===== src/design/scmc_consts.svh =====
// constants for the system clock and operating mode control block
`ifndef SCMC_CONSTS_SVH
`define SCMC_CONSTS_SVH
`define SCMC_ADDR_SEL        4'h0
`define SCMC_ADDR_FOSC       4'h1
`define SCMC_ADDR_STAT       4'h2
`define SCMC_ADDR_IRQ_ST     4'h3
`define SCMC_ADDR_IRQ_MASK   4'h4
`define SCMC_SEL_LSB         5
`define SCMC_SEL_MSB         7
`define SCMC_FKEEP_BIT       1
`define SCMC_SKEEP_BIT       0
`define SCMC_FEN_BIT         0
`define SCMC_FSTABLE_BIT     1
`define SCMC_PDF_BIT         0
`define SCMC_TO_BIT          1
`define SCMC_IRQ_STABLE_BIT  0
`define SCMC_IRQ_PDOWN_BIT   1
`define SCMC_SEL_SUB         3'h7
`define SCMC_SEL_RST         3'h0
`define SCMC_FEN_RST         1'b1
`define SCMC_FAST_HZ         8000000
`define SCMC_SLOW_HZ         32000
`define SCMC_SYS_HZ          40000000
`define SCMC_FOSC_SETTLE_US  16
`define SCMC_FOSC_SETTLE_CYC ((`SCMC_FOSC_SETTLE_US * (`SCMC_SYS_HZ / 1000000)))
`define SCMC_CNT_W           12
`endif


===== src/design/scmc_pkg.sv =====
// types for the system clock and operating mode control block
package scmc_pkg;
  typedef enum logic [2:0] {
    SCMC_MODE_FAST      = 3'h0,
    SCMC_MODE_SLOW      = 3'h1,
    SCMC_MODE_SLEEP     = 3'h2,
    SCMC_MODE_IDLE_SUB  = 3'h3,
    SCMC_MODE_IDLE_BOTH = 3'h4,
    SCMC_MODE_IDLE_FAST = 3'h5
  } scmc_mode_t;
endpackage : scmc_pkg


===== src/design/scmc_mux_if.sv =====
// interface between the mode control and the clock mux
`timescale 1ns/1ps
interface scmc_mux_if;
  logic [2:0] sel;
  logic       run;
  logic       active_sub;
  modport ctrl (output sel, output run, input active_sub);
  modport mux  (input sel, input run, output active_sub);
endinterface : scmc_mux_if


===== src/design/scmc_clk_mux.sv =====
// glitch-free selection of the system clock enable between divided fast and sub clock
`timescale 1ns/1ps
`include "scmc_consts.svh"
module scmc_clk_mux (
  // clock and reset
  input  wire logic sys_clk_in,
  input  wire logic sys_rst_in,
  // ticks of both sources
  input  wire logic fast_tick_in,
  input  wire logic [6:0] div_tick_in,
  input  wire logic sub_tick_in,
  // control
  scmc_mux_if.mux   ctl,
  // gated system clock tick
  output logic      sys_tick_out
);
  logic [2:0] cur_sel_r;
  logic       tick_now;
  logic       swap_now;
  function automatic logic sel_tick(input logic [2:0] s, input logic [6:0] d, input logic sb);
    sel_tick = (s == `SCMC_SEL_SUB) ? sb : d[s];
  endfunction : sel_tick
  assign tick_now = sel_tick(cur_sel_r, div_tick_in, sub_tick_in);
  // move on a tick of the new source and drop that tick: first new period is whole, no runt
  // old source keeps ticking until then, so a dead new source never stalls the cpu
  assign swap_now = (ctl.sel != cur_sel_r) && sel_tick(ctl.sel, div_tick_in, sub_tick_in);
  always_ff @(posedge sys_clk_in or posedge sys_rst_in) begin
    if (sys_rst_in) begin
      cur_sel_r <= `SCMC_SEL_RST;
    end else if (swap_now) begin
      cur_sel_r <= ctl.sel;
    end
  end
  always_ff @(posedge sys_clk_in or posedge sys_rst_in) begin
    if (sys_rst_in) begin
      sys_tick_out <= 1'b0;
    end else begin
      sys_tick_out <= ctl.run & tick_now & ~swap_now & (fast_tick_in | cur_sel_r == `SCMC_SEL_SUB);
    end
  end
  assign ctl.active_sub = (cur_sel_r == `SCMC_SEL_SUB);
endmodule : scmc_clk_mux


===== src/design/scmc_top.sv =====
// system clock select, operating mode and oscillator gating control
//
// The implementer's own choices: strobed register access and the register offsets.
`timescale 1ns/1ps
`include "scmc_consts.svh"
module scmc_top
  import scmc_pkg::*;
(
  // clock and reset
  input  wire logic       sys_clk_in,
  input  wire logic       sys_rst_in,
  // oscillator ticks from the analogue side
  input  wire logic       fast_rc_osc_in,
  input  wire logic       slow_rc_osc_in,
  input  wire logic       fast_osc_ready_in,
  // cpu side
  input  wire logic       halt_in,
  input  wire logic       wake_in,
  input  wire logic       wdt_enable_in,
  // register port
  input  wire logic [3:0] addr_in,
  input  wire logic [7:0] wdata_in,
  input  wire logic       wr_in,
  input  wire logic       rd_in,
  output logic      [7:0] rdata_out,
  // clock enables out
  output logic            system_clk_out,
  output logic            fast_clk_out,
  output logic            sub_clk_out,
  output logic            slow_rc_clk_out,
  output logic            wdt_clk_out,
  output logic            timebase_clk_out,
  output logic            fast_osc_run_out,
  output logic            cpu_run_out,
  output logic            wdt_clear_out,
  output logic [2:0]      mode_out,
  output logic            irq_out
);
  scmc_mux_if mux_bus ();
  logic [2:0] sys_clk_select_r;
  logic       fast_osc_halt_keep_r;
  logic       slow_osc_halt_keep_r;
  logic       fast_osc_enable_r;
  logic       fast_osc_stable_flag_r;
  logic       power_down_flag_r;
  logic       watchdog_timeout_flag_r;
  logic [1:0] irq_st_r;
  logic [1:0] irq_mask_r;
  logic [`SCMC_CNT_W-1:0] settle_cnt_r;
  scmc_mode_t mode_r;
  logic [2:0] fast_sync_r;
  logic [2:0] slow_sync_r;
  logic [1:0] rdy_sync_r;
  logic [1:0] halt_sync_r;
  logic [1:0] wake_sync_r;
  logic [1:0] wdt_sync_r;
  logic [5:0] div_cnt_r;
  logic       fast_tick;
  logic       sub_tick;
  logic [6:0] div_tick;
  logic       halt_edge;
  logic       halt_take;
  logic       wake_lvl;
  logic       wdt_en;
  logic       fast_on;
  logic       sub_on;
  logic       slow_rc_osc_on;
  logic       sys_on;
  logic       sel_is_sub;
  logic       fen_rise;
  logic       sys_tick;
  logic [1:0] irq_set;
  logic [7:0] rdata_nxt;

  // every oscillator and cpu-side pin input passes two flops before use; the register port is used directly
  always_ff @(posedge sys_clk_in or posedge sys_rst_in) begin
    if (sys_rst_in) begin
      fast_sync_r <= 3'h0;
      slow_sync_r <= 3'h0;
      rdy_sync_r  <= 2'h0;
      halt_sync_r <= 2'h0;
      wake_sync_r <= 2'h0;
      wdt_sync_r  <= 2'h0;
    end else begin
      fast_sync_r <= {fast_sync_r[1:0], fast_rc_osc_in};
      slow_sync_r <= {slow_sync_r[1:0], slow_rc_osc_in};
      rdy_sync_r  <= {rdy_sync_r[0], fast_osc_ready_in};
      halt_sync_r <= {halt_sync_r[0], halt_in};
      wake_sync_r <= {wake_sync_r[0], wake_in};
      wdt_sync_r  <= {wdt_sync_r[0], wdt_enable_in};
    end
  end

  // rising edges of the synchronised oscillators; third stage only feeds the edge compare
  assign fast_tick = fast_sync_r[1] & ~fast_sync_r[2] & fast_on;
  assign sub_tick  = slow_sync_r[1] & ~slow_sync_r[2] & sub_on;
  assign halt_edge = halt_sync_r[1];
  // halt counts only in a running mode, so a held halt gives one entry pulse
  assign halt_take = halt_edge && (mode_r == SCMC_MODE_FAST || mode_r == SCMC_MODE_SLOW);
  assign wake_lvl  = wake_sync_r[1];
  assign wdt_en    = wdt_sync_r[1];
  assign sel_is_sub = (sys_clk_select_r == `SCMC_SEL_SUB);

  // fast clock prescaler, divide by 1..64
  always_ff @(posedge sys_clk_in or posedge sys_rst_in) begin
    if (sys_rst_in) begin
      div_cnt_r <= 6'h0;
    end else if (fast_tick) begin
      div_cnt_r <= div_cnt_r + 6'h1;
    end
  end
  // tick k fires once every 2**k fast ticks
  assign div_tick[0] = fast_tick;
  for (genvar k = 1; k < 7; k++) begin : g_div_tick
    assign div_tick[k] = fast_tick & (&div_cnt_r[k-1:0]);
  end

  // operating mode machine
  always_ff @(posedge sys_clk_in or posedge sys_rst_in) begin
    if (sys_rst_in) begin
      mode_r <= SCMC_MODE_FAST;
    end else begin
      case (mode_r)
        SCMC_MODE_FAST, SCMC_MODE_SLOW: begin
          if (halt_edge) begin
            case ({fast_osc_halt_keep_r, slow_osc_halt_keep_r})
              2'b00:   mode_r <= SCMC_MODE_SLEEP;
              2'b01:   mode_r <= SCMC_MODE_IDLE_SUB;
              2'b11:   mode_r <= SCMC_MODE_IDLE_BOTH;
              default: mode_r <= SCMC_MODE_IDLE_FAST;
            endcase
          end else begin
            mode_r <= mux_bus.active_sub ? SCMC_MODE_SLOW : SCMC_MODE_FAST;
          end
        end
        SCMC_MODE_SLEEP, SCMC_MODE_IDLE_SUB, SCMC_MODE_IDLE_BOTH, SCMC_MODE_IDLE_FAST: begin
          if (wake_lvl && !halt_edge) begin
            mode_r <= sel_is_sub ? SCMC_MODE_SLOW : SCMC_MODE_FAST;
          end
        end
        default: mode_r <= SCMC_MODE_FAST;
      endcase
    end
  end

  // clock gating per mode
  always_comb begin
    fast_on = 1'b1;
    sub_on  = 1'b1;
    slow_rc_osc_on = 1'b1;
    sys_on  = 1'b1;
    case (mode_r)
      SCMC_MODE_FAST:      fast_on = 1'b1;
      SCMC_MODE_SLOW:      fast_on = fast_osc_enable_r;
      SCMC_MODE_SLEEP: begin
        fast_on = 1'b0;
        sub_on  = 1'b0;
        sys_on  = 1'b0;
        slow_rc_osc_on = wdt_en;
      end
      SCMC_MODE_IDLE_SUB: begin
        fast_on = 1'b0;
        sys_on  = sel_is_sub;
      end
      SCMC_MODE_IDLE_BOTH: sys_on = 1'b1;
      SCMC_MODE_IDLE_FAST: begin
        sub_on = 1'b0;
        sys_on = ~sel_is_sub;
      end
      default: sys_on = 1'b1;
    endcase
  end

  assign mux_bus.sel = sys_clk_select_r;
  assign mux_bus.run = sys_on;

  scmc_clk_mux u_mux (
    .sys_clk_in   (sys_clk_in),
    .sys_rst_in   (sys_rst_in),
    .fast_tick_in (fast_tick),
    .div_tick_in  (div_tick),
    .sub_tick_in  (sub_tick),
    .ctl          (mux_bus.mux),
    .sys_tick_out (sys_tick)
  );

  // clock enables out; cpu runs only in fast and slow
  always_ff @(posedge sys_clk_in or posedge sys_rst_in) begin
    if (sys_rst_in) begin
      system_clk_out   <= 1'b0;
      fast_clk_out     <= 1'b0;
      sub_clk_out      <= 1'b0;
      slow_rc_clk_out  <= 1'b0;
      wdt_clk_out      <= 1'b0;
      timebase_clk_out <= 1'b0;
      fast_osc_run_out <= 1'b1;
      cpu_run_out      <= 1'b1;
      mode_out         <= 3'h0;
    end else begin
      system_clk_out   <= sys_tick;
      fast_clk_out     <= fast_tick;
      sub_clk_out      <= sub_tick;
      slow_rc_clk_out  <= slow_sync_r[1] & ~slow_sync_r[2] & slow_rc_osc_on;
      wdt_clk_out      <= slow_sync_r[1] & ~slow_sync_r[2] & slow_rc_osc_on & wdt_en;
      timebase_clk_out <= sub_tick;
      fast_osc_run_out <= fast_on;
      cpu_run_out      <= (mode_r == SCMC_MODE_FAST) | (mode_r == SCMC_MODE_SLOW);
      mode_out         <= mode_r;
    end
  end

  // control register writes
  always_ff @(posedge sys_clk_in or posedge sys_rst_in) begin
    if (sys_rst_in) begin
      sys_clk_select_r     <= `SCMC_SEL_RST;
      fast_osc_halt_keep_r <= 1'b0;
      slow_osc_halt_keep_r <= 1'b0;
      fast_osc_enable_r    <= `SCMC_FEN_RST;
    end else if (wr_in) begin
      if (addr_in == `SCMC_ADDR_SEL) begin
        sys_clk_select_r     <= wdata_in[`SCMC_SEL_MSB:`SCMC_SEL_LSB];
        fast_osc_halt_keep_r <= wdata_in[`SCMC_FKEEP_BIT];
        slow_osc_halt_keep_r <= wdata_in[`SCMC_SKEEP_BIT];
      end
      if (addr_in == `SCMC_ADDR_FOSC) begin
        fast_osc_enable_r <= wdata_in[`SCMC_FEN_BIT];
      end
    end
  end

  assign fen_rise = wr_in && addr_in == `SCMC_ADDR_FOSC && wdata_in[`SCMC_FEN_BIT] && !fast_osc_enable_r;

  // stable flag: cleared on enable, set after the settle count and oscillator ready
  always_ff @(posedge sys_clk_in or posedge sys_rst_in) begin
    if (sys_rst_in) begin
      fast_osc_stable_flag_r <= 1'b0;
      settle_cnt_r           <= `SCMC_CNT_W'(`SCMC_FOSC_SETTLE_CYC);
    end else if (fen_rise || !fast_osc_enable_r) begin
      fast_osc_stable_flag_r <= 1'b0;
      settle_cnt_r           <= `SCMC_CNT_W'(`SCMC_FOSC_SETTLE_CYC);
    end else if (settle_cnt_r != '0) begin
      settle_cnt_r <= settle_cnt_r - `SCMC_CNT_W'(1);
    end else begin
      fast_osc_stable_flag_r <= rdy_sync_r[1];
    end
  end

  // power-down and timeout flags, watchdog clear on halt entry
  always_ff @(posedge sys_clk_in or posedge sys_rst_in) begin
    if (sys_rst_in) begin
      power_down_flag_r       <= 1'b0;
      watchdog_timeout_flag_r <= 1'b0;
      wdt_clear_out           <= 1'b0;
    end else begin
      wdt_clear_out <= halt_take;
      if (halt_take) begin
        power_down_flag_r       <= 1'b1;
        watchdog_timeout_flag_r <= 1'b0;
      end else if (wr_in && addr_in == `SCMC_ADDR_STAT) begin
        power_down_flag_r <= power_down_flag_r & ~wdata_in[`SCMC_PDF_BIT];
      end
    end
  end

  // interrupt status: stable reached and power-down entered; set beats clear
  assign irq_set[`SCMC_IRQ_STABLE_BIT] = rdy_sync_r[1] && settle_cnt_r == '0 && fast_osc_enable_r
                                         && !fast_osc_stable_flag_r && !fen_rise;
  assign irq_set[`SCMC_IRQ_PDOWN_BIT]  = halt_take;
  always_ff @(posedge sys_clk_in or posedge sys_rst_in) begin
    if (sys_rst_in) begin
      irq_st_r <= 2'h0;
    end else if (wr_in && addr_in == `SCMC_ADDR_IRQ_ST) begin
      irq_st_r <= (irq_st_r & ~wdata_in[1:0]) | irq_set;
    end else begin
      irq_st_r <= irq_st_r | irq_set;
    end
  end
  always_ff @(posedge sys_clk_in or posedge sys_rst_in) begin
    if (sys_rst_in) begin
      irq_mask_r <= 2'h0;
    end else if (wr_in && addr_in == `SCMC_ADDR_IRQ_MASK) begin
      irq_mask_r <= wdata_in[1:0];
    end
  end
  assign irq_out = |(irq_st_r & irq_mask_r);

  // read data one cycle after the strobe, zero otherwise
  always_comb begin
    rdata_nxt = 8'h00;
    case (addr_in)
      `SCMC_ADDR_SEL: begin
        rdata_nxt[`SCMC_SEL_MSB:`SCMC_SEL_LSB] = sys_clk_select_r;
        rdata_nxt[`SCMC_FKEEP_BIT]             = fast_osc_halt_keep_r;
        rdata_nxt[`SCMC_SKEEP_BIT]             = slow_osc_halt_keep_r;
      end
      `SCMC_ADDR_FOSC: begin
        rdata_nxt[`SCMC_FEN_BIT]     = fast_osc_enable_r;
        rdata_nxt[`SCMC_FSTABLE_BIT] = fast_osc_stable_flag_r;
      end
      `SCMC_ADDR_STAT: begin
        rdata_nxt[`SCMC_PDF_BIT] = power_down_flag_r;
        rdata_nxt[`SCMC_TO_BIT]  = watchdog_timeout_flag_r;
      end
      `SCMC_ADDR_IRQ_ST:   rdata_nxt[1:0] = irq_st_r;
      `SCMC_ADDR_IRQ_MASK: rdata_nxt[1:0] = irq_mask_r;
      default:             rdata_nxt = 8'h00;
    endcase
  end
  always_ff @(posedge sys_clk_in or posedge sys_rst_in) begin
    if (sys_rst_in) begin
      rdata_out <= 8'h00;
    end else begin
      rdata_out <= rd_in ? rdata_nxt : 8'h00;
    end
  end
endmodule : scmc_top


===== config.mk =====
export PLATFORM = sky130hd
export DESIGN_NAME = scmc_top
export DESIGN_NICKNAME = d
export VERILOG_FILES = /design/src/design/scmc_pkg.sv /design/src/design/scmc_mux_if.sv /design/src/design/scmc_clk_mux.sv /design/src/design/scmc_top.sv
export VERILOG_INCLUDE_DIRS = /design/src /design/src/design
export SDC_FILE = /design/constraint.sdc
export NUM_CORES = 1
export LEC_CHECK = 0
export BUFFER_PORTS_ARGS = -buffer_cell sky130_fd_sc_hd__buf_4
export CAP_MARGIN = 15
export CORE_MARGIN = 4
export CORE_UTILIZATION = 55
export DETAILED_ROUTE_END_ITERATION = 16
export PLACE_DENSITY = 0.83
export SYNTH_ARGS = -nofsm -noshare
export SYNTH_HDL_FRONTEND = slang
export SYNTH_SLANG_ARGS = --single-unit

===== constraint.sdc =====
create_clock -name sys_clk_in -period 3.7 [get_ports sys_clk_in]
set_input_delay 0.925 -clock sys_clk_in [delete_from_list [all_inputs] [get_ports sys_clk_in]]
set_output_delay 0.925 -clock sys_clk_in [all_outputs]
set_load 0.01 [all_outputs]

# Word level (Yosys, flattened, before mapping)
# Index checks and enable logic that the tools add are counted.
# word_totals
register_bits	70
input_bits	22
output_inout_bits	21
wordCells	141
# op_classes
n_addsub	2
order_cmp	2
eq_ne	16
mux	26
bitwise_logic	28
reduce_logical	38
# ops
op	n
$mux 12	2
$and 1x1->1	16
$logic_and 1x1->1	13
$eq 3x3->1 const B	4
$logic_not 12->1	1
$mux 1	12
$reduce_bool 12->1	1
$sub 12x1->12 const B	1
$pmux 2 s5	1
$mux 3	3
$pmux 3 s3	1
$eq 4x2->1 const B	2
$lt 3x4->1 const B	2
$mux 8	1
$reduce_or 2->1	4
$add 6x1->6 const B	1
$bmux 1 s3	2
$eq 3x2->1 const B	2
$pmux 3 s2	1
$reduce_and 2->1	3
$reduce_and 6->1	1
$not 1->1	5
$reduce_and 5->1	1
$and 2x2->2	2
22 further kinds	30

# Logic depth before layout (Yosys ltp)
# Gate-level depths: netlist (run 1).
# logic_depth
word_depth	12
ltp_mapped	8
mapped_depth_nobuf	8

# Cells and area by module
# Synthesis (run 1) repeated with hierarchy kept, for this count alone.
# hier_totals
cells_unflattened	264
area_unflattened_um2	3164.3
# modules_own_cells
module	n_inst	cells_each	area_per_inst_um2	seq_area_each_um2
scmc_top	1	230	2783.9	1582.8
scmc_clk_mux	1	34	380.4	100.1

# Worst setup path before layout (run 1)
# No wires, ideal clock.
# synth_path
kind	register to register
from	register div_cnt_r[0]
to	register u_mux.cur_sel_r[0]
setup_ns	0.128
arrival_ns	1.972
required_time_ns	3.572
setup_slack_ns	1.600
path_stages_with_launch	9
path_buffers	0
period_less_slack_ns	2.100
cell_sequence	dfrtp_1 ha_1 and3_1 ha_1 nand3_1 a21oi_1 a211o_1 a22o_1 mux2_1
# synth_between
elab_chain_len	6
word_cells_on_any_way	15
classes_between	mux: 3; bitwise: 6; reduce/logical: 6
# synth_lines
element	line	source
start: declaration	scmc_top.sv:57	logic [5:0] div_cnt_r;
start signal: assignment	scmc_top.sv:109	div_cnt_r <= div_cnt_r + 6'h1;
$reduce_and 6->1, or another cell as far along	scmc_top.sv:115	assign div_tick[k] = fast_tick & (&div_cnt_r[k-1:0]);
$and 1x1->1	scmc_top.sv:115	
$bmux 1 s3 (*)	scmc_clk_mux.sv:21	sel_tick = (s == `SCMC_SEL_SUB) ? sb : d[s];
$mux 1 (implied by the code) (*)	scmc_clk_mux.sv:21	
$mux 1 (*)	scmc_clk_mux.sv:21	
$logic_and 1x1->1 (*)	scmc_clk_mux.sv:26	assign swap_now = (ctl.sel != cur_sel_r) && sel_tick(ctl.sel, div_tick_in, sub_tick_in);
end signal: assignment	scmc_clk_mux.sv:29	cur_sel_r <= `SCMC_SEL_RST;
end signal: assignment	scmc_clk_mux.sv:31	cur_sel_r <= ctl.sel;
end: declaration	scmc_clk_mux.sv:17	logic [2:0] cur_sel_r;
# Every way passes the cells marked *; elsewhere a longest branch is shown, timed or not. The select of a mux whose other input is x is not followed.
# A chain may end at the register's enable or synchronous reset.

# Final worst setup path (run 1)
# layout_path
from	register mode_r[2]
to	register u_mux.cur_sel_r[1]
# layout_between
elab_chain_len	9
word_cells_on_any_way	20
classes_between	eq/ne: 4; mux: 5; bitwise: 8; reduce/logical: 3
# layout_lines
element	line	source
start: declaration	scmc_top.sv:50	scmc_mode_t mode_r;
start signal: assignment	scmc_top.sv:133	mode_r <= mux_bus.active_sub ? SCMC_MODE_SLOW : SCMC_MODE_FAST;
start signal: assignment	scmc_top.sv:138	mode_r <= sel_is_sub ? SCMC_MODE_SLOW : SCMC_MODE_FAST;
$eq 3x2->1	scmc_top.sv:152	case (mode_r)
$reduce_or 2->1 (no source line)	-	
$pmux 1 s2	scmc_top.sv:152	
$and 1x1->1	scmc_top.sv:95	assign fast_tick = fast_sync_r[1] & ~fast_sync_r[2] & fast_on;
$and 1x1->1	scmc_top.sv:115	
$bmux 1 s3	scmc_clk_mux.sv:21	
$mux 1 (implied by the code)	scmc_clk_mux.sv:21	
$mux 1 (*)	scmc_clk_mux.sv:21	
$logic_and 1x1->1 (*)	scmc_clk_mux.sv:26	
# Marks and branches as above.

==> metrics.txt, run 1 <==
critical path's largest stage delay 730 ps; largest net degree at the start of global routing 41; cells on worst reg2reg path 4; diode count 0; CP arrival 2690 ps; Fin Hold WS 349 ps; vias in the first global route 1988; cts repair resizes 0; Fin. Hold Viols 0; die width 82.6 um; Clk pin slew, worst setup/hold paths 70 ps; Max stage delay cell, worst path a2111oi_4; Post-CTS Setup Bufs 0; RSZ-0062 raised after global routing no; PwrDens 646 nW/um2; Filler cells 392; cell accounting for the most synthesized area dfrtp_1; Post-synth EDFFs 0; DRT Wirelength 5410 um; via count 2010; Post-DRT Antenna Nets 0; ys async rst share 1.00; Hold Crit Class reg -> reg; total grt overflow 0; status complete, no violations; Maximum Capacitance Violations 0; top_reg_cell synth dfrtp_1; global-route wire length before repair 9180 um; gpl congestion 0.854; CP Data Required Time 3910 ps; Slew Viols, Final 0; Synth Register Bits 67; All-Layer GR Usage 0.179; DP HPWL 3810 um; TritonCTS clock tree yes; Post-Syn Instances 261; dpl ws 1240 ps; clock period minus worst slack 2480 ps; num rows 26; Crit Reg-Reg Startpoint mode_r[2]; Synth Warn # 0; Die Area 6830 um2; sequential-to-total area share from yosys stat 0.549; # hold bufs at CTS 0; Clock Sinks 67; Longest Clk Path Bufs 2; P&R area growth vs syn 14.9%; Core Footprint 5240 um2; Max FO, Critical Path 11; Peak VDD IR 0.420 mV; CP Launch Type flop; CTS buffer count 9; 1st-pass router iterations 4; Mean Syn Cell Area 11.7 um2; routed len/inst 14.6 um; max frequency 403 MHz; R2R Setup Slk 1220 ps; post-synth top area share 0.507; critical-path cell list or3b_4, a2111oi_4, a22o_1, mux2_1; via/cell ratio 5.42; setup ws final 1220 ps; TNS Setup 0 ps; Worst Setup Path Type reg -> reg; Port Buffer Count 36; leading post-synthesis cells by cell area dfrtp_1 (51%), ha_1 (4.9%), dfstp_2 (4.3%); htree depth 3; Clock Root Buffer clkbuf_8; DRC errors left 0; Starting DRT DRC Count 89; clock skew 13.0 ps; chip height 82.6 um; Clock Latency Late Sink 330 ps; initial antenna violation count 0; leakage 1.68 nW; Worst slew margin 0.513; final setup vio count 0; slew at the pin closest to its max-slew limit 731 ps; Starting Density 0.585; CP Capture Type flop; reg2reg end u_mux.cur_sel_r[1]; crit path to u_mux.cur_sel_r[1]; Top-Level Pins 43; CP Launch Point mode_r[2]; post-synth design cell area 3060 um2; fin nets 331; share of cells above drive strength 1 0.239; distinct cell type count after synthesis 51; total power 0.00227 W; part of the cycle the worst path needs 0.671
==> metal layers <==
metal | GRT usage | vias to the layer above | wire, um | share of wire
met1 | 0.231 | 971 | 2480 | 0.46
met3 | 0.0390 | 12 | 286 | 0.053
met2 | 0.283 | 53 | 2520 | 0.47
li1 | - | 974 | - | -
met5 | 0 | - | 0 | 0
met4 | 0.0948 | 0 | 125 | 0.023
==> flip-flops by register name, indices dropped and copies added (netlist names), 2 cells and up <==
| signal | cells |
|---|---|
| settle_cnt_r | 12 |
| div_cnt_r | 6 |
| rdata_out | 5 |
| fast_sync_r | 3 |
| mode_out | 3 |
| mode_r | 3 |
| mux_bus.sel | 3 |
| slow_sync_r | 3 |
| u_mux.cur_sel_r | 3 |
| halt_sync_r | 2 |
| irq_mask_r | 2 |
| irq_st_r | 2 |
| rdy_sync_r | 2 |
| wake_sync_r | 2 |
| wdt_sync_r | 2 |
==> worst min path at each step <==
| stage | startpoint | to | slack, ps | cells after the start |
|---|---|---|---|---|
| after floorplan | fast_sync_r[0] | fast_sync_r[1] | 330 | 0 |
| after global placement | halt_sync_r[0] | halt_sync_r[1] | 330 | 0 |
| after detailed placement | wdt_sync_r[0] | wdt_sync_r[1] | 340 | 0 |
| after CTS | wdt_sync_r[0] | wdt_sync_r[1] | 350 | 0 |
| after global routing | wdt_sync_r[0] | wdt_sync_r[1] | 360 | 0 |
| final | wdt_sync_r[0] | wdt_sync_r[1] | 350 | 0 |
==> worst max-delay path: cells and delay by family, from the launching register on <==
| kind | cells | cell delay (ps) |
|---|---|---|
| multiplexers | 1 | 340 |
| AND/OR/NAND/NOR | 1 | 450 |
| flip-flops | 1 | 470 |
| AO/OA/AOI/OAI | 2 | 1110 |
==> area by class of cell <==
class,instances,area [um2],share of cell area
clock buffer,12,145,0.0412
clock inverter,3,15.0,0.00427
timing repair buffer,37,278,0.0789
multi-input combinational,171,1270,0.361
sequential,67,1680,0.478
inverter,11,41.3,0.0117
tap,70,87.6,0.0249
==> Yosys cell counts (2+ instances only) <==
library cell and number:
nand2_1 20, nand3_1 8, buf_4 4, mux2_1 6, nand4_1 4, clkbuf_1 8
a21o_1 2, xor2_1 6, and2_1 9, nor3b_1 5, a21oi_1 7, nor2_1 9
nor3_1 6, or4_1 2, inv_1 11, xnor2_1 10, a22oi_1 2, and3_1 3
mux2i_1 5, o22ai_1 3, dfrtp_1 62, o21ai_0 6, a22o_1 2, mux2_2 9
a311oi_1 2, ha_1 12, nand2b_1 2, nor2b_1 7, dfstp_2 5, nand3b_1 3
==> layout by cell type (no fill, tap or decap), types with 8 or more instances in the layout <==
cell type / netlist / routed
and2_1: 9 / 9
buf_4: 4 / 37
clkbuf_8: 0 / 10
dfrtp_1: 62 / 62
ha_1: 12 / 12
inv_1: 11 / 10
mux2_2: 9 / 9
nand2_1: 20 / 20
nand3_1: 8 / 8
nor2_1: 9 / 9
xnor2_1: 10 / 10
==> kinds of logic after synthesis <==
| kind of cell | count (synthesis) | synth area share |
|---|---|---|
| XOR/XNOR | 16 | 0.0458 |
| buffers and inverters | 25 | 0.0384 |
| other | 1 | 0.00122 |
| flip-flops | 67 | 0.549 |
| adder cells (fa/ha/maj) | 12 | 0.0490 |
| AND/OR/NAND/NOR | 87 | 0.164 |
| multiplexers | 20 | 0.0715 |
| AO/OA/AOI/OAI | 33 | 0.0809 |
==> per-stage QoR <==
step | instance area, um2 | util | std cells
global route | 3520 | 0.672 | 371
CTS | 3520 | 0.672 | 371
floorplan | 3070 | - | 263
finish | 3520 | 0.672 | 371
detailed placement | 3360 | 0.641 | 356
global placement | 3360 | 0.641 | 356
==> where the power goes <==
part | total [W] | leakage [nW] | internal [W] | switching (W)
clock | 0.000507 | 0.0860 | 0.000255 | 0.000252
sequential | 0.00109 | 0.835 | 0.000904 | 0.000182
combinational | 0.000682 | 0.755 | 0.000354 | 0.000328
total | 0.00227 | 1.68 | 0.00151 | 0.000762
Power figures use the tool's default switching activity.
==> run 2: changes to the inputs <==
--- a/config.mk
+++ b/config.mk
@@ -6,6 +6,7 @@
 export SDC_FILE = /design/constraint.sdc
 export NUM_CORES = 1
 export LEC_CHECK = 0
+export ABC_AREA = 1
 export BUFFER_PORTS_ARGS = -buffer_cell sky130_fd_sc_hd__buf_4
 export CAP_MARGIN = 15
 export CORE_MARGIN = 4
==> constraint.sdc (replaced) <==
create_clock -name sys_clk_in -period 2.29 [get_ports sys_clk_in]
set_input_delay 0.5725 -clock sys_clk_in [delete_from_list [all_inputs] [get_ports sys_clk_in]]
set_output_delay 0.5725 -clock sys_clk_in [all_outputs]
set_load 0.01 [all_outputs]
==> run 2 against run 1 <==
Compared with the run above:
- count of clock-buffer cells in the layout rose by 1
- clock power rose by 97%
- hold slack worse by 120 ps
- largest cell class unchanged
- core utilization is 0.19 points higher
- worst setup slack lost 610 ps
- power increased by 80%
- via count rose by 23%
- highest routed layer unchanged
- final cell count increased by 29%
- first-iteration DRC count grew to 2.7 times the previous value
- register-to-register slack worse by 610 ps
- die area is 3.4% higher
- sequential power is 59% higher
==> metrics.txt, run 2 <==
status complete, no violations; Mean Syn Cell Area 8.95 um2 (-24%); Clock Root Buffer clkbuf_8; sequential-to-total area share from yosys stat 0.530 (-0.0199); largest registers settle_cnt_r: 12 flops, div_cnt_r: 6 flops, rdata_out: 5 flops; initial antenna violation count 0 (unchanged); Clock Latency Late Sink 340 ps (about the same); cts repair resizes 0 (unchanged); via/cell ratio 5.17 (-4.7%); Worst Setup Path Type reg -> reg; DP HPWL 4470 um (+17%); P&R area growth vs syn 17.5%; most common cell after layout, fill and taps aside nand2_1; TritonCTS clock tree yes; clock period minus worst slack 1680 ps (-801 ps); htree depth 3 (unchanged); share of cells above drive strength 1 0.198 (-0.0417); Finished Core Util 0.674 (+0.00189); Peak VDD IR 0.849 mV (+100%); num rows 27 (+3.8%); Post-synth EDFFs 0 (unchanged); chip height 84.0 um (+1.7%); Reg with most FFs settle_cnt_r; setup ws final 608 ps (-609 ps); Post-Syn Instances 355 (+36%); gpl congestion 0.959 (+12%); leading post-synthesis cells by cell area dfrtp_1 (49%), nand2_1 (7.7%), inv_1 (5.8%); All-Layer GR Usage 0.192 (+0.0126); RSZ-0062 raised after global routing no; part of the cycle the worst path needs 0.734 (+0.0634); vias in the first global route 2421 (+22%); Maximum Capacitance Violations 0 (unchanged); Crit Reg-Reg Startpoint div_cnt_r[0]; max reg flops 12 (unchanged); diode count 0 (unchanged); leakage 1.95 nW (+16%); Fin. Hold Viols 0 (unchanged); Storage cell area 1680 um2 (unchanged); CTS buffer count 9 (unchanged); Die Area 7060 um2 (+3.4%); TNS Setup 0 ps (unchanged); largest net degree at the start of global routing 49 (+20%); CP Capture Type flop; Synth top cells by count nand2_1 (65), dfrtp_1 (62), inv_1 (49); 1st-pass router iterations 4 (unchanged); area taken by multi-input logic gates 1240 um2 (-2.4%); routed len/inst 12.6 um (-13%); distinct cell type count after synthesis 36 (-29%); CP Data Required Time 2530 ps (-1380 ps); final setup vio count 0 (unchanged); post-synth design cell area 3180 um2 (+3.8%); global-route wire length before repair 10900 um (+18%); Longest Clk Path Bufs 2 (unchanged); max frequency 595 MHz (+48%); Core Footprint 5540 um2 (+5.8%); Max FO, Critical Path 6 (-5); Filler cells 431 (+9.9%); post-synth top area share 0.488 (-0.0183); top-count cell post-synth nand2_1; ys async rst share 1.00 (unchanged); Port Buffer Count 36 (unchanged); Hold Crit Class in -> async; fin nets 434 (+31%); CP arrival 1920 ps (-770 ps); CP Launch Point div_cnt_r[0]; die width 84.0 um (+1.7%); Starting DRT DRC Count 240 (+170%); total grt overflow 0 (unchanged); Clk pin slew, worst setup/hold paths 70 ps (about the same); # hold bufs at CTS 0 (unchanged); Synth Register Bits 67 (unchanged); Top-Level Pins 43 (unchanged); PwrDens 1100 nW/um2 (+70%); DRC errors left 0 (unchanged); Slew Viols, Final 0 (unchanged); Synth Warn # 0 (unchanged); Clock Sinks 67 (unchanged); most frequent cells in the layout nand2_1 (65), dfrtp_1 (62), inv_1 (48); Starting Density 0.574 (-0.0112); via count 2464 (+23%); Post-CTS Setup Bufs 0 (unchanged); clock skew 9.40 ps (-3.61 ps); dpl ws 577 ps (-667 ps); Post-DRT Antenna Nets 0 (unchanged); DRT Wirelength 6030 um (+11%); cell accounting for the most synthesized area dfrtp_1; top_reg_cell synth dfrtp_1; CP Launch Type flop
[run 2: cell types whose count changed after synthesis, sizes merged, moves of 7 or more]
cell	change
clkbuf	-8
mux2	-15
xnor2	-8
and2	-8
inv	+44
nand3	+11
nand2	+52
nor2	+34
nor2b	-7
o22ai	+7
o21ai	+20
[run 2: where the power goes]
part | switching [W] | leakage [nW] | internal, W | total (W)
clock network | 0.000434 | 0.0998 | 0.000565 | 0.000999
registers | 0.000248 | 0.829 | 0.00148 | 0.00173
logic | 0.000850 | 1.02 | 0.000521 | 0.00137
[run 2: cell type report]
| class | instances | share of cell area |
|---|---|---|
| clock buffers | 13 | 0.0426 |
| clock inverters | 3 | 0.0124 |
| inverters | 58 | 0.0603 |
| multi-input cells | 227 | 0.332 |
| flip-flops and latches | 67 | 0.451 |
| well taps | 72 | 0.0241 |
| repair buffers | 37 | 0.0777 |
[run 2: worst max-delay path, stage by stage, from the launching register on]
cell	delay, ps
dfrtp_1	430
ha_1	240
inv_1	70
nor2_1	180
ha_1	200
nand4_1	140
nand3_4	140
nand2_2	70
nand2_1	60
nand2_1	40
[run 2: kinds of logic (layout without fill, tap and decap cells)]
logic type,count (synthesis),after routing,share of synthesized area
buf+inv,63,111,0.0827
compound gates,53,53,0.0933
other cells,1,3,0.00118
fa+ha+maj,12,12,0.0472
flops,67,67,0.530
simple gates,154,154,0.232
xor+xnor,5,5,0.0138
[run 2: path summary, 6_finish.rpt]
| path | end | slack (ps) | depth (start not counted) |
|---|---|---|---|
| max in group asynchronous | fast_osc_enable_r | 1420 | 3 |
| worst min register to register | fast_sync_r[1] | 350 | 0 |
| min in group sys_clk_in | wake_sync_r[0] | 330 | 1 |
| worst max-delay path | u_mux.cur_sel_r[1] | 610 | 9 |
| worst max register to register | u_mux.cur_sel_r[1] | 610 | 9 |
| worst min-delay path | rdy_sync_r[1] | 230 | 2 |
[run 2: stage by stage]
step,std cells,hold slack [ps],power (W),cell area [um2]
after floorplan,357,331,0.00272,3190
after global placement,461,333,0.00305,3530
after detailed placement,461,336,0.00311,3530
after CTS,477,228,0.00412,3730
after global routing,477,251,0.00444,3730
final,477,229,0.00410,3730
[run 2: layer usage]
metal,track usage,share of wire,up-vias,wire length [um]
met2,0.312,0.51,67,3050
met3,0.0563,0.055,8,332
li1,-,-,1239,-
met4,0.0658,0.0096,0,58
met1,0.245,0.43,1150,2590
met5,0,0,-,0
